--- src/design/jog_defs.svh ---
// Constants for the joystick jog and analogue output block.
`ifndef JOG_DEFS_SVH
`define JOG_DEFS_SVH
// ----
// Widths
// ----
`define ADC_W        12
`define DAC_W        12
`define VAL_W        16
`define SEL_W        7
`define CH_W         4
`define ADC_N        5
// ----
// Channel numbers and sample indices
// ----
`define CH_DAC1      4'h1
`define CH_DAC2      4'h2
`define CH_ADC_FIRST 4'h1
`define CH_ADC_LAST  4'h5
`define CH_BIPOLAR   4'h2
`define IDX_STICK    3'h2
`define IDX_CT       3'h4
// ----
// Value limits
// ----
`define DAC_POS_MAX  16'sh07FF
`define DAC_NEG_MAX  16'shF801
`define CENTER_TAP   12'h000
// ----
// Jog source pattern bit that enables stick jogging (0100000)
// ----
`define SEL_STICK    5
// ----
// Reset values
// ----
`define RST_DAC      12'h000
`define RST_CENTER   12'h000
`define RST_BAND     12'h000
`define RST_RANGE    12'h000
`define RST_SPEED    16'h0000
`define RST_SEL      7'h00
`endif

--- src/design/jog_pkg.sv ---
// Types shared by the joystick jog and analogue output block.
`include "jog_defs.svh"
package jog_pkg;
    // Host command operations.
    typedef enum logic [3:0] {
        op_set_analog_output = 4'b0000,
        op_read_analog_input = 4'b0001,
        op_set_center        = 4'b0010,
        op_set_dead_band     = 4'b0011,
        op_set_range         = 4'b0100,
        op_set_max_speed     = 4'b0101,
        op_set_jog_source    = 4'b0110,
        op_query_settings    = 4'b0111,
        op_backup            = 4'b1000
    } cmd_op_e;
    // Reply kinds.
    typedef enum logic [2:0] {
        reply_ok       = 3'b000,
        reply_value    = 3'b001,
        reply_settings = 3'b010,
        reply_bad_dac  = 3'b011,
        reply_bad_adc  = 3'b100
    } reply_code_e;
    // Front panel indicator codes.
    typedef enum logic [1:0] {
        status_idle  = 2'b00,
        status_stick = 2'b01
    } status_e;
    // Whole state of the top module.
    typedef struct packed {
        logic [`ADC_N-1:0][`ADC_W-1:0] adc_s1;
        logic [`ADC_N-1:0][`ADC_W-1:0] adc_s2;
        logic [`DAC_W-1:0]             dac1_gp;
        logic [`DAC_W-1:0]             dac1_out;
        logic [`DAC_W-1:0]             dac2;
        logic [`ADC_W-1:0]             center;
        logic [`ADC_W-1:0]             dead_band;
        logic [`ADC_W-1:0]             range;
        logic [`VAL_W-1:0]             max_speed;
        logic [`SEL_W-1:0]             jog_sel;
        logic                          reply_valid;
        reply_code_e                   reply_code;
        logic [`VAL_W-1:0]             reply_data;
        logic                          backup_valid;
        logic                          jog_active;
        logic                          jog_dir;
        logic [`VAL_W-1:0]             jog_speed;
        status_e                       status;
    } state_s;
endpackage

--- src/design/jog_speed_calc.sv ---
// Dead band, linear scaling and speed limit of the stick jog.
`timescale 1ns/1ns
module jog_speed_calc #(
    parameter int ADC_W   = 12,
    parameter int SPEED_W = 16
) (
    input  wire logic [ADC_W-1:0]   stick,
    input  wire logic [ADC_W-1:0]   zero_ref,
    input  wire logic [ADC_W-1:0]   dead_band,
    input  wire logic [ADC_W-1:0]   range,
    input  wire logic [SPEED_W-1:0] max_speed,
    output logic                    moving,
    output logic                    dir,
    output logic [SPEED_W-1:0]      speed
);
    logic signed [ADC_W+1:0]      dev;
    logic        [ADC_W:0]        mag;
    logic        [ADC_W:0]        excess;
    logic        [ADC_W+SPEED_W:0] prod;

    // Signed deviation from the zero point; the sign gives direction.
    always_comb begin
        dev    = $signed({2'b00, stick}) - $signed({2'b00, zero_ref});
        dir    = dev[ADC_W+1];
        mag    = dir ? (ADC_W+1)'(-dev) : (ADC_W+1)'(dev);
        moving = mag > {1'b0, dead_band};
        excess = moving ? mag - {1'b0, dead_band} : '0;
        prod   = (ADC_W+SPEED_W+1)'(excess) * (ADC_W+SPEED_W+1)'(max_speed);
        // A zero range would divide by zero, so it means full speed at once.
        if (!moving) begin
            speed = '0;
        end else if (range == '0 || excess >= {1'b0, range}) begin
            speed = max_speed;
        end else begin
            // Range is set by the operator from the calibration readings.
            speed = SPEED_W'(prod / range);
        end
    end
endmodule // jog_speed_calc

--- src/design/joystick_jog_and_dac_output.sv ---
// Analogue outputs, input readback and joystick jog of one motion axis.
//
// What this block does
// - Each analogue output takes a signed value clamped to -2047..+2047 for a 12-bit DAC.
// - A set-output command loads the value into the chosen channel and answers OK.
// - A set-output command for a channel other than 1 or 2 changes nothing and answers an error.
// - In servo mode output 1 follows the servo loop, in stepper modes it holds the written value.
// - Stick deflection is sampled from input 3 and the centre tap from input 5.
// - A stored centre of zero selects the centre tap as zero point, otherwise the stored centre.
// - No jog starts while the deviation stays within the dead band.
// - Jog speed never exceeds the stored maximum speed in steps per second.
// - The jog source pattern 0100000 enables stick jogging.
// - The panel indicator shows one code while stick jogging and another while idle.
// - A query reports centre, threshold, range and speed, and a backup copies them to flash.
// - A read-input command returns the current converted value of that input.
// - Inputs 3 to 5 are unipolar readings from 0 to 4095.
// - A read-input command outside 1 to 5 answers an invalid channel error.
`timescale 1ns/1ns
module joystick_jog_and_dac_output (
    input  wire logic                      clk,
    input  wire logic                      rst_n,
    input  wire logic                      clk_en,

    // Command channel.
    input  wire logic                      cmd_valid,
    output logic                           cmd_ready,
    input  wire jog_pkg::cmd_op_e          cmd_op,
    input  wire logic [`CH_W-1:0]          cmd_channel,
    input  wire logic signed [`VAL_W-1:0]  cmd_value,

    // Reply channel.
    output logic                           reply_valid,
    output jog_pkg::reply_code_e           reply_code,
    output logic [`VAL_W-1:0]              reply_data,

    // Converter samples, asynchronous to clk.
    input  wire logic [`ADC_W-1:0]         adc_in1,
    input  wire logic [`ADC_W-1:0]         adc_in2,
    input  wire logic [`ADC_W-1:0]         adc_in3,
    input  wire logic [`ADC_W-1:0]         adc_in4,
    input  wire logic [`ADC_W-1:0]         center_tap_input,

    // Servo loop.
    input  wire logic                      servo_mode,
    input  wire logic signed [`VAL_W-1:0]  servo_drive,

    // Analogue outputs.
    output logic [`DAC_W-1:0]              dac_out1,
    output logic [`DAC_W-1:0]              dac_out2,

    // Stored stick settings.
    output logic [`ADC_W-1:0]              stick_center_value,
    output logic [`ADC_W-1:0]              stick_dead_band,
    output logic [`ADC_W-1:0]              stick_range_value,
    output logic [`VAL_W-1:0]              stick_max_speed,
    output logic [`SEL_W-1:0]              jog_source_select,
    output logic                           backup_to_flash_cmd,

    // Jog and panel.
    output logic                           jog_active,
    output logic                           jog_dir,
    output logic [`VAL_W-1:0]              jog_speed,
    output jog_pkg::status_e               status_code
);
    import jog_pkg::*;

    // ----
    // Reset image
    // ----
    localparam state_s RST_STATE = '{
        adc_s1:       '0,
        adc_s2:       '0,
        dac1_gp:      `RST_DAC,
        dac1_out:     `RST_DAC,
        dac2:         `RST_DAC,

        center:       `RST_CENTER,
        dead_band:    `RST_BAND,
        range:        `RST_RANGE,
        max_speed:    `RST_SPEED,
        jog_sel:      `RST_SEL,

        reply_valid:  1'b0,
        reply_code:   reply_ok,
        reply_data:   '0,

        backup_valid: 1'b0,

        jog_active:   1'b0,
        jog_dir:      1'b0,
        jog_speed:    '0,
        status:       status_idle
    };

    state_s                cur;
    state_s                next_cur;

    logic   [`ADC_W-1:0]   zero_ref;
    logic                  calc_moving;
    logic                  calc_dir;
    logic   [`VAL_W-1:0]   calc_speed;

    logic                  take;
    logic                  stick_on;

    // ----
    // Helpers
    // ----

    // Saturate a wide signed value to the DAC span.
    function automatic logic [`DAC_W-1:0] clamp_dac(input logic signed [`VAL_W-1:0] v);
        if (v > `DAC_POS_MAX) begin
            clamp_dac = `DAC_W'(`DAC_POS_MAX);
        end else if (v < `DAC_NEG_MAX) begin
            clamp_dac = `DAC_W'(`DAC_NEG_MAX);
        end else begin
            clamp_dac = v[`DAC_W-1:0];
        end
    endfunction

    // Readback of one synchronised sample as a 16-bit reply word.
    function automatic logic [`VAL_W-1:0] adc_word(
        input logic [`ADC_N-1:0][`ADC_W-1:0] s,
        input logic [`CH_W-1:0]              ch
    );
        logic [`ADC_W-1:0] raw;

        raw = s[3'(ch - `CH_ADC_FIRST)];
        if (ch <= `CH_BIPOLAR) begin
            // Bipolar inputs are two's complement, so sign extend.
            adc_word = {{(`VAL_W-`ADC_W){raw[`ADC_W-1]}}, raw};
        end else begin
            adc_word = {{(`VAL_W-`ADC_W){1'b0}}, raw};
        end
    endfunction

    // ----
    // Jog speed
    // ----

    // A stored centre of zero means the centre tap provides the zero point.
    // A stick without a centre tap therefore needs a non-zero stored centre.
    always_comb begin
        if (cur.center == `CENTER_TAP) begin
            zero_ref = cur.adc_s2[`IDX_CT];
        end else begin
            zero_ref = cur.center;
        end
    end

    jog_speed_calc #(
        .ADC_W   (`ADC_W),
        .SPEED_W (`VAL_W)
    ) u_speed (
        .stick     (cur.adc_s2[`IDX_STICK]),
        .zero_ref  (zero_ref),
        .dead_band (cur.dead_band),
        .range     (cur.range),
        .max_speed (cur.max_speed),
        .moving    (calc_moving),
        .dir       (calc_dir),
        .speed     (calc_speed)
    );

    // Commands are taken in one cycle, so ready only follows the enable.
    assign cmd_ready = clk_en;
    assign take      = cmd_valid & clk_en;
    assign stick_on  = cur.jog_sel[`SEL_STICK];

    // ----
    // Next state
    // ----
    always_comb begin
        next_cur = cur;

        // Converter words are only trusted after two flops.
        next_cur.adc_s1 = {center_tap_input, adc_in4, adc_in3, adc_in2, adc_in1};
        next_cur.adc_s2 = cur.adc_s1;

        // Pulses last one enabled cycle.
        next_cur.reply_valid  = 1'b0;
        next_cur.backup_valid = 1'b0;

        if (take) begin
            next_cur.reply_valid = 1'b1;
            next_cur.reply_code  = reply_ok;
            next_cur.reply_data  = '0;

            case (cmd_op)
                op_set_analog_output: begin
                    if (cmd_channel == `CH_DAC1) begin
                        next_cur.dac1_gp = clamp_dac(cmd_value);
                    end else if (cmd_channel == `CH_DAC2) begin
                        next_cur.dac2 = clamp_dac(cmd_value);
                    end else begin
                        next_cur.reply_code = reply_bad_dac;
                    end
                end

                op_read_analog_input: begin
                    // Any other channel number is refused with its own code.
                    if (cmd_channel >= `CH_ADC_FIRST
                            && cmd_channel <= `CH_ADC_LAST) begin
                        next_cur.reply_code = reply_value;
                        next_cur.reply_data = adc_word(cur.adc_s2, cmd_channel);
                    end else begin
                        next_cur.reply_code = reply_bad_adc;
                    end
                end

                op_set_center: begin
                    next_cur.center = cmd_value[`ADC_W-1:0];
                end

                op_set_dead_band: begin
                    next_cur.dead_band = cmd_value[`ADC_W-1:0];
                end

                op_set_range: begin
                    next_cur.range = cmd_value[`ADC_W-1:0];
                end

                op_set_max_speed: begin
                    next_cur.max_speed = cmd_value;
                end

                op_set_jog_source: begin
                    next_cur.jog_sel = cmd_value[`SEL_W-1:0];
                end

                op_query_settings: begin
                    // The settings ports carry the values during the reply.
                    next_cur.reply_code = reply_settings;
                end

                op_backup: begin
                    next_cur.backup_valid = 1'b1;
                end

                default: begin
                    // Unknown operations are dropped without a reply.
                    next_cur.reply_valid = 1'b0;
                end
            endcase
        end

        // The servo loop owns output 1 in servo mode; the written value waits.
        // Clamping here keeps a runaway loop value inside the converter span.
        if (servo_mode) begin
            next_cur.dac1_out = clamp_dac(servo_drive);
        end else begin
            next_cur.dac1_out = next_cur.dac1_gp;
        end

        // Stick jog runs only when selected and outside the dead band.
        // Direction is kept even inside the dead band, where it means nothing.
        next_cur.jog_active = stick_on & calc_moving;
        next_cur.jog_dir    = calc_dir;
        next_cur.jog_speed  = (stick_on & calc_moving) ? calc_speed : '0;
        next_cur.status     = (stick_on & calc_moving) ? status_stick
                                                       : status_idle;
    end

    // ----
    // State register
    // ----

    // The enable freezes every flop, the synchronisers included.
    // A frozen block also takes no command, since ready follows the enable.
    always_ff @(posedge clk or negedge rst_n) begin
        if (!rst_n) begin
            cur <= RST_STATE;
        end else if (clk_en) begin
            cur <= next_cur;
        end
    end

    // ----
    // Outputs
    // ----

    // All data outputs come straight from the state register.
    assign reply_valid         = cur.reply_valid;
    assign reply_code          = cur.reply_code;
    assign reply_data          = cur.reply_data;

    assign dac_out1            = cur.dac1_out;
    assign dac_out2            = cur.dac2;

    // Settings stand on their ports, which a query reply points to.
    assign stick_center_value  = cur.center;
    assign stick_dead_band     = cur.dead_band;
    assign stick_range_value   = cur.range;
    assign stick_max_speed     = cur.max_speed;
    assign jog_source_select   = cur.jog_sel;
    assign backup_to_flash_cmd = cur.backup_valid;

    // Jog and panel levels.
    assign jog_active          = cur.jog_active;
    assign jog_dir             = cur.jog_dir;
    assign jog_speed           = cur.jog_speed;
    assign status_code         = cur.status;

endmodule // joystick_jog_and_dac_output

--- config.mk ---
export PLATFORM = sky130hd
export DESIGN_NAME = joystick_jog_and_dac_output
export DESIGN_NICKNAME = d
export VERILOG_FILES = /design/src/design/jog_pkg.sv /design/src/design/jog_speed_calc.sv /design/src/design/joystick_jog_and_dac_output.sv
export VERILOG_INCLUDE_DIRS = /design/src /design/src/design
export SDC_FILE = /design/constraint.sdc
export NUM_CORES = 2
export LEC_CHECK = 0
export BUFFER_PORTS_ARGS = -buffer_cell sky130_fd_sc_hd__clkbuf_2
export CAP_MARGIN = 15
export CORE_ASPECT_RATIO = 1.4
export CORE_MARGIN = 4
export CORE_UTILIZATION = 35
export DETAILED_ROUTE_END_ITERATION = 8
export PLACE_DENSITY_LB_ADDON = 0.25
export SYNTH_ARGS = -nofsm -noshare
export SYNTH_HDL_FRONTEND = slang
export SYNTH_SLANG_ARGS = --single-unit
--- constraint.sdc ---
create_clock -name clk -period 94.7 [get_ports clk]
set_input_delay 0 -clock clk [delete_from_list [all_inputs] [get_ports clk]]
set_output_delay 0 -clock clk [all_outputs]
set_load 0.02 [all_outputs]
**Yosys cells after proc, flatten, opt, wreduce, memory -nomap -nowiden**

Index checks and enable logic that the tools add are counted.

- Add/sub/neg operators: 4
- Bitwise operators: 3
- Multiplexer cells: 27
- $mul: 1
- Divide/modulo/power cells: 1
- Equal/unequal tests: 10
- $lt $le $gt $ge: 10
- Reduce and logical (&&, ||, !) cells: 13

Operators with widths:

| cell | count |
|---|---|
| $mux W12 | 10 |
| $mux W16 | 6 |
| $bmux W12 S3 | 1 |
| $gt A16 B12 Y1 const B | 2 |
| $lt A16 B12 Y1 const B | 2 |
| $div A29 B12 Y29 | 1 |
| $mul A13 B16 Y29 | 1 |
| $mux W13 | 2 |
| $logic_not A12 Y1 | 2 |
| $mux W21 | 1 |
| $eq A4 B3 Y1 const B | 4 |
| $reduce_and A3 Y1 | 5 |
| $ge A13 B12 Y1 | 1 |
| $gt A13 B12 Y1 | 1 |
| $neg A13 Y13 | 1 |
| $sub A12 B12 Y13 | 1 |
| $sub A13 B12 Y13 | 1 |
| $eq A4 B2 Y1 const B | 3 |
| $pmux W3 S3 | 1 |
| $reduce_or A9 Y1 | 1 |
| $eq A4 B1 Y1 const B | 2 |
| $reduce_and A5 Y1 | 1 |
| $eq A4 B4 Y1 const B | 1 |
| $ge A4 B1 Y1 const B | 1 |
| other kinds (13) | 17 |

- Register bits: 256
- Logic and storage cells: 95

**Logic depth before layout (Yosys ltp)**

- Depth after elaboration: 12
- Gate-level depth with buffers: 461

**Cells and area by module**

Synthesis repeated with hierarchy kept, for this count alone.

- Cell total of the unflattened synthesis: 4492
- Area total of the unflattened synthesis: 37745.0 sq um

By module, submodules not included:

| module | sequential area each (sq um) | cells each | instances | area an instance (sq um) |
|---|---|---|---|---|
| jog_speed_calc | 0.0 | 3616 | 1 | 26316.5 |
| joystick_jog_and_dac_output | 6281.0 | 876 | 1 | 11428.5 |

**Worst setup path before layout**

OpenSTA, ideal clock, no wires.

- Path type: reg-to-reg
- From: register cur (netlist bit stick_center_value[7])
- To: register cur (netlist bit jog_speed[0])
- Library setup time: 0.144 ns
- Required time: 94.556 ns
- Setup slack: 6.490 ns
- Period minus slack after synthesis: 88.210 ns
- Arrival: 88.067 ns
- Stages on the path, launching flop included: 440
- Path through: dfrtp_1 -> nor4_1 -> and3_1 -> clkbuf_1 -> a21oi_1 -> ha_1 -> clkbuf_1 -> a211oi_1 -> o21bai_1 -> a21oi_1 -> o31ai_1 -> a21oi_1 -> nand2_1 -> o21ai_0 -> inv_1 -> fa_1 -> nor2b_1 -> o21ai_0 -> [... 404 more ...] -> o21ai_0 -> nand2b_1 -> a21oi_1 -> nor2b_1 -> o21ai_0 -> nand2b_1 -> a21oi_1 -> nor2b_1 -> o21ai_0 -> nand2b_1 -> a21oi_1 -> nor2b_1 -> o21ai_0 -> o2111ai_1 -> a221o_1 -> or4b_1 -> a2111oi_2 -> a41oi_1

- Word-level cells in the longest chain between the ends: 12

Ends and longest elaborated chain:

| what | RTL line | source |
|---|---|---|
| start, declared | joystick_jog_and_dac_output.sv:95 | `state_s cur;` |
| start signal, assigned | joystick_jog_and_dac_output.sv:274 | `cur <= next_cur;` |
| $logic_not A12 Y1 (no line) | - |  |
| $mux W12 * | joystick_jog_and_dac_output.sv:144 | `` if (cur.center == `CENTER_TAP) begin `` |
| $sub A12 B12 Y13 * | jog_speed_calc.sv:23 | `dev = $signed({2'b00, stick}) - $signed({2'b00, zero_ref});` |
| $neg A13 Y13 | jog_speed_calc.sv:25 | `mag = dir ? (ADC_W+1)'(-dev) : (ADC_W+1)'(dev);` |
| $mux W13 * | jog_speed_calc.sv:25 |  |
| $sub A13 B12 Y13 / $gt A13 B12 Y1 (equally long branches) | jog_speed_calc.sv:27, jog_speed_calc.sv:26 |  |
| $mux W13 | jog_speed_calc.sv:27 | `excess = moving ? mag - {1'b0, dead_band} : '0;` |
| $mul A13 B16 Y29 / $ge A13 B12 Y1 (equally long branches) | jog_speed_calc.sv:28, jog_speed_calc.sv:32 |  |
| $div A29 B12 Y29 / $logic_or A1 B1 Y1 (equally long branches) | jog_speed_calc.sv:36, jog_speed_calc.sv:32 |  |
| $mux W16 | jog_speed_calc.sv:32 | `end else if (range == '0 \|\| excess >= {1'b0, range}) begin` |
| $mux W16 | jog_speed_calc.sv:30 | `if (!moving) begin` |
| $mux W16 * | joystick_jog_and_dac_output.sv:259 | `next_cur.jog_speed = (stick_on & calc_moving) ? calc_speed : '0;` |

Every way passes the cells marked *; elsewhere a longest branch is shown, timed or not.
A chain may end at the register's enable or synchronous reset.

**Final worst setup path**

- From: register cur (netlist bit stick_center_value[0])
- To: register cur (netlist bit jog_speed[0])

Same word-level chain as after synthesis.

==> results.cfg <==
[run_status]
status = complete, no violations

[placement]
io_buffers = 228
gp_congestion = 0.890
hpwl_um = 96200

[yosys]
ys_warn_count = 0
synth_area_leaders = dfrtp_1 (17%), ha_1 (13%), fa_1 (8.4%)
synth-async-reset-ratio_pct = 100
ys.flop_type = dfrtp_1
yosys.area.top_type_share_pct = 16.9
yosysUniqueCellTypes = 114
synth_common_cells = ha_1 (398), nand2_1 (394), nor2_1 (333)
seq_area_frac_synth_pct = 16.9
syn-num-nets = 5120
synth-edff-count = 0
syn_inst = 4461
avgSynthCellArea_um2 = 8.35
netlist_area_um2 = 37200
synth-seq-cells = 251
yosysTopAreaCell = dfrtp_1
yosysMostFrequentCell = ha_1

[timing]
tightest_slew_ns = 0.976
finClkSkew_ns = 0.0234
fmax_mhz = 11.4
setup_viol = 0
finalCritPeriodShare_pct = 92.8
hold_viol = 0
fin_crit_ns = 87.88
relSlewSlack_pct = 34.9
slew_violations = 0

[job]
cap_viol_max_count = 0

[global_route]
grt_remaining_overflow = 0
antenna_found_initial = 0
grt_pass1_wl_um = 188000
grt_max_degree = 153
grt_pass1_vias = 33800
track_usage_pct = 20.7

[setup_path]
critical_path_class = flop to flop
slowest_delay_ns = 0.58
cp-start-kind = flop
cp_max_fo = 25
startpoint = stick_center_value[0]
end_kind = flop
crit_slowest_cell = or4_1
r2r_start = stick_center_value[0]
crit_arrival_ns = 88.27
worstPathRequired_ns = 95.09
path_buf_inv = 21
cp_top_family = compound AO/OA/AOI/OAI gates
crit_top_cell = o21a_1
r2r_slack_ns = 6.82

[detailed_routing]
drc_errors = 0
vias_per_cell = 5.60
wl_um = 121000
route.detailed.wl_per_inst_um = 20.1
vias = 33700
ant_nets = 0
first_iter_violations = 1859
dr.pass1.iters = 7

[cts]
worstSkewPairLatency_ns = 0.54
clk_pin_slew_worst_paths_ns = 0.09
cts_sinks = 251
htreeDepth = 1
cts-buffers-inserted = 21
cts_tree = yes
cts-root-buf = clkbuf_16
clockBufferDepth = 3

[finish]
area_growth_syn_to_layout_pct = 11.0
fin_util_pct = 39.2
drive_above_1_share_pct = 16.4
nNetsFinal = 5296
diodes = 0

[die]
initial_core_util_pct = 35.3
ios = 230
die_w_um = 284
die_h_um = 394
core_area_um2 = 105000
die_area_um2 = 112000
rows = 141

[min_path]
hold_class = input pin to flop
hold_start = cmd_value[4]
==> kinds of logic (layout without fill, tap and decap cells) <==
kind of cell / after synthesis / after routing / share of synthesized area, %
flip-flops: 251 / 251 / 16.9
other: 1 / 1 / 0.0101
adder cells (fa/ha/maj): 556 / 556 / 21.8
buffers and inverters: 568 / 752 / 7.03
AO/OA/AOI/OAI: 1082 / 1082 / 19.9
XOR/XNOR: 177 / 177 / 4.20
multiplexers: 308 / 308 / 9.58
AND/OR/NAND/NOR: 1518 / 1520 / 20.6
==> final timing paths <==
kind	end	depth (start not counted)
setup / recovery	jog_speed[0]	410
hold / removal	stick_range_value[4]	2
setup reg to reg	jog_speed[0]	410
hold reg to reg	reply_data[11]	1
max in group asynchronous	cur[195]	3
min in group asynchronous	cur[246]	2
==> metal layers <==
layer	part of all wire [%]	wire length (um)	vias up	GRT usage (%)
met4	4.3	5140	0	7.77
met5	0	0	-	0
met2	52	62500	819	39.3
li1	-	-	16300	-
met1	39	47600	16300	23.2
met3	4.6	5550	223	2.87
==> cell type report <==
type | count | area, um2
repair buffers | 421 | 2910
clock buffers | 25 | 551
fillers | 10900 | 64200
inverters | 298 | 1120
clock inverters | 8 | 73.8
flip-flops and latches | 251 | 6280
well taps | 1358 | 1700
multi-input cells | 3644 | 28700
==> flip-flops by register name, indices dropped and copies added, names as in the netlist <==
name                 cells
cur                    132
jog_speed               16
stick_max_speed         16
reply_data              13
dac_out1                12
dac_out2                12
stick_center_value      12
stick_dead_band         12
stick_range_value       12
jog_source_select        7
reply_code               3
backup_to_flash_cmd      1
jog_active               1
jog_dir                  1
reply_valid              1
==> layout by cell type (no fill, tap or decap), drive strengths merged, types with 112 or more instances in the layout <==
cell	instances
dlygate4sd3	112
o21a	175
nor2	338
and2	127
ha	398
fa	156
dfrtp	251
mux2	259
nand2	396
xnor2	116
o21ai	173
nor3	197
a21oi	246
clkbuf	251
inv	297
==> per-stage QoR <==
step                setup slack, ns  setup TNS, ns  area (um2)  hold WS (ns)  cells
floorplan                      6.49              0       37200        -0.296   4461
global placement               2.61              0       39100         0.105   5835
detailed placement            0.978              0       39100         0.104   5835
CTS                           0.496              0       40800       0.00636   5980
global route                 -0.290         -0.290       41300       0.00728   6005
finish                         6.82              0       41300       0.00279   6005
==> what timing repair did <==
action,4_1_cts,5_1_grt
buffers inserted,0,23
gates resized for setup,0,72
endpoints found under the hold margin,233,0
setup endpoints to repair,0,3
hold buffers,112,0
Power is not shown: default switching activity piles up to over one toggle a cycle in this logic, so the estimate is an artifact.
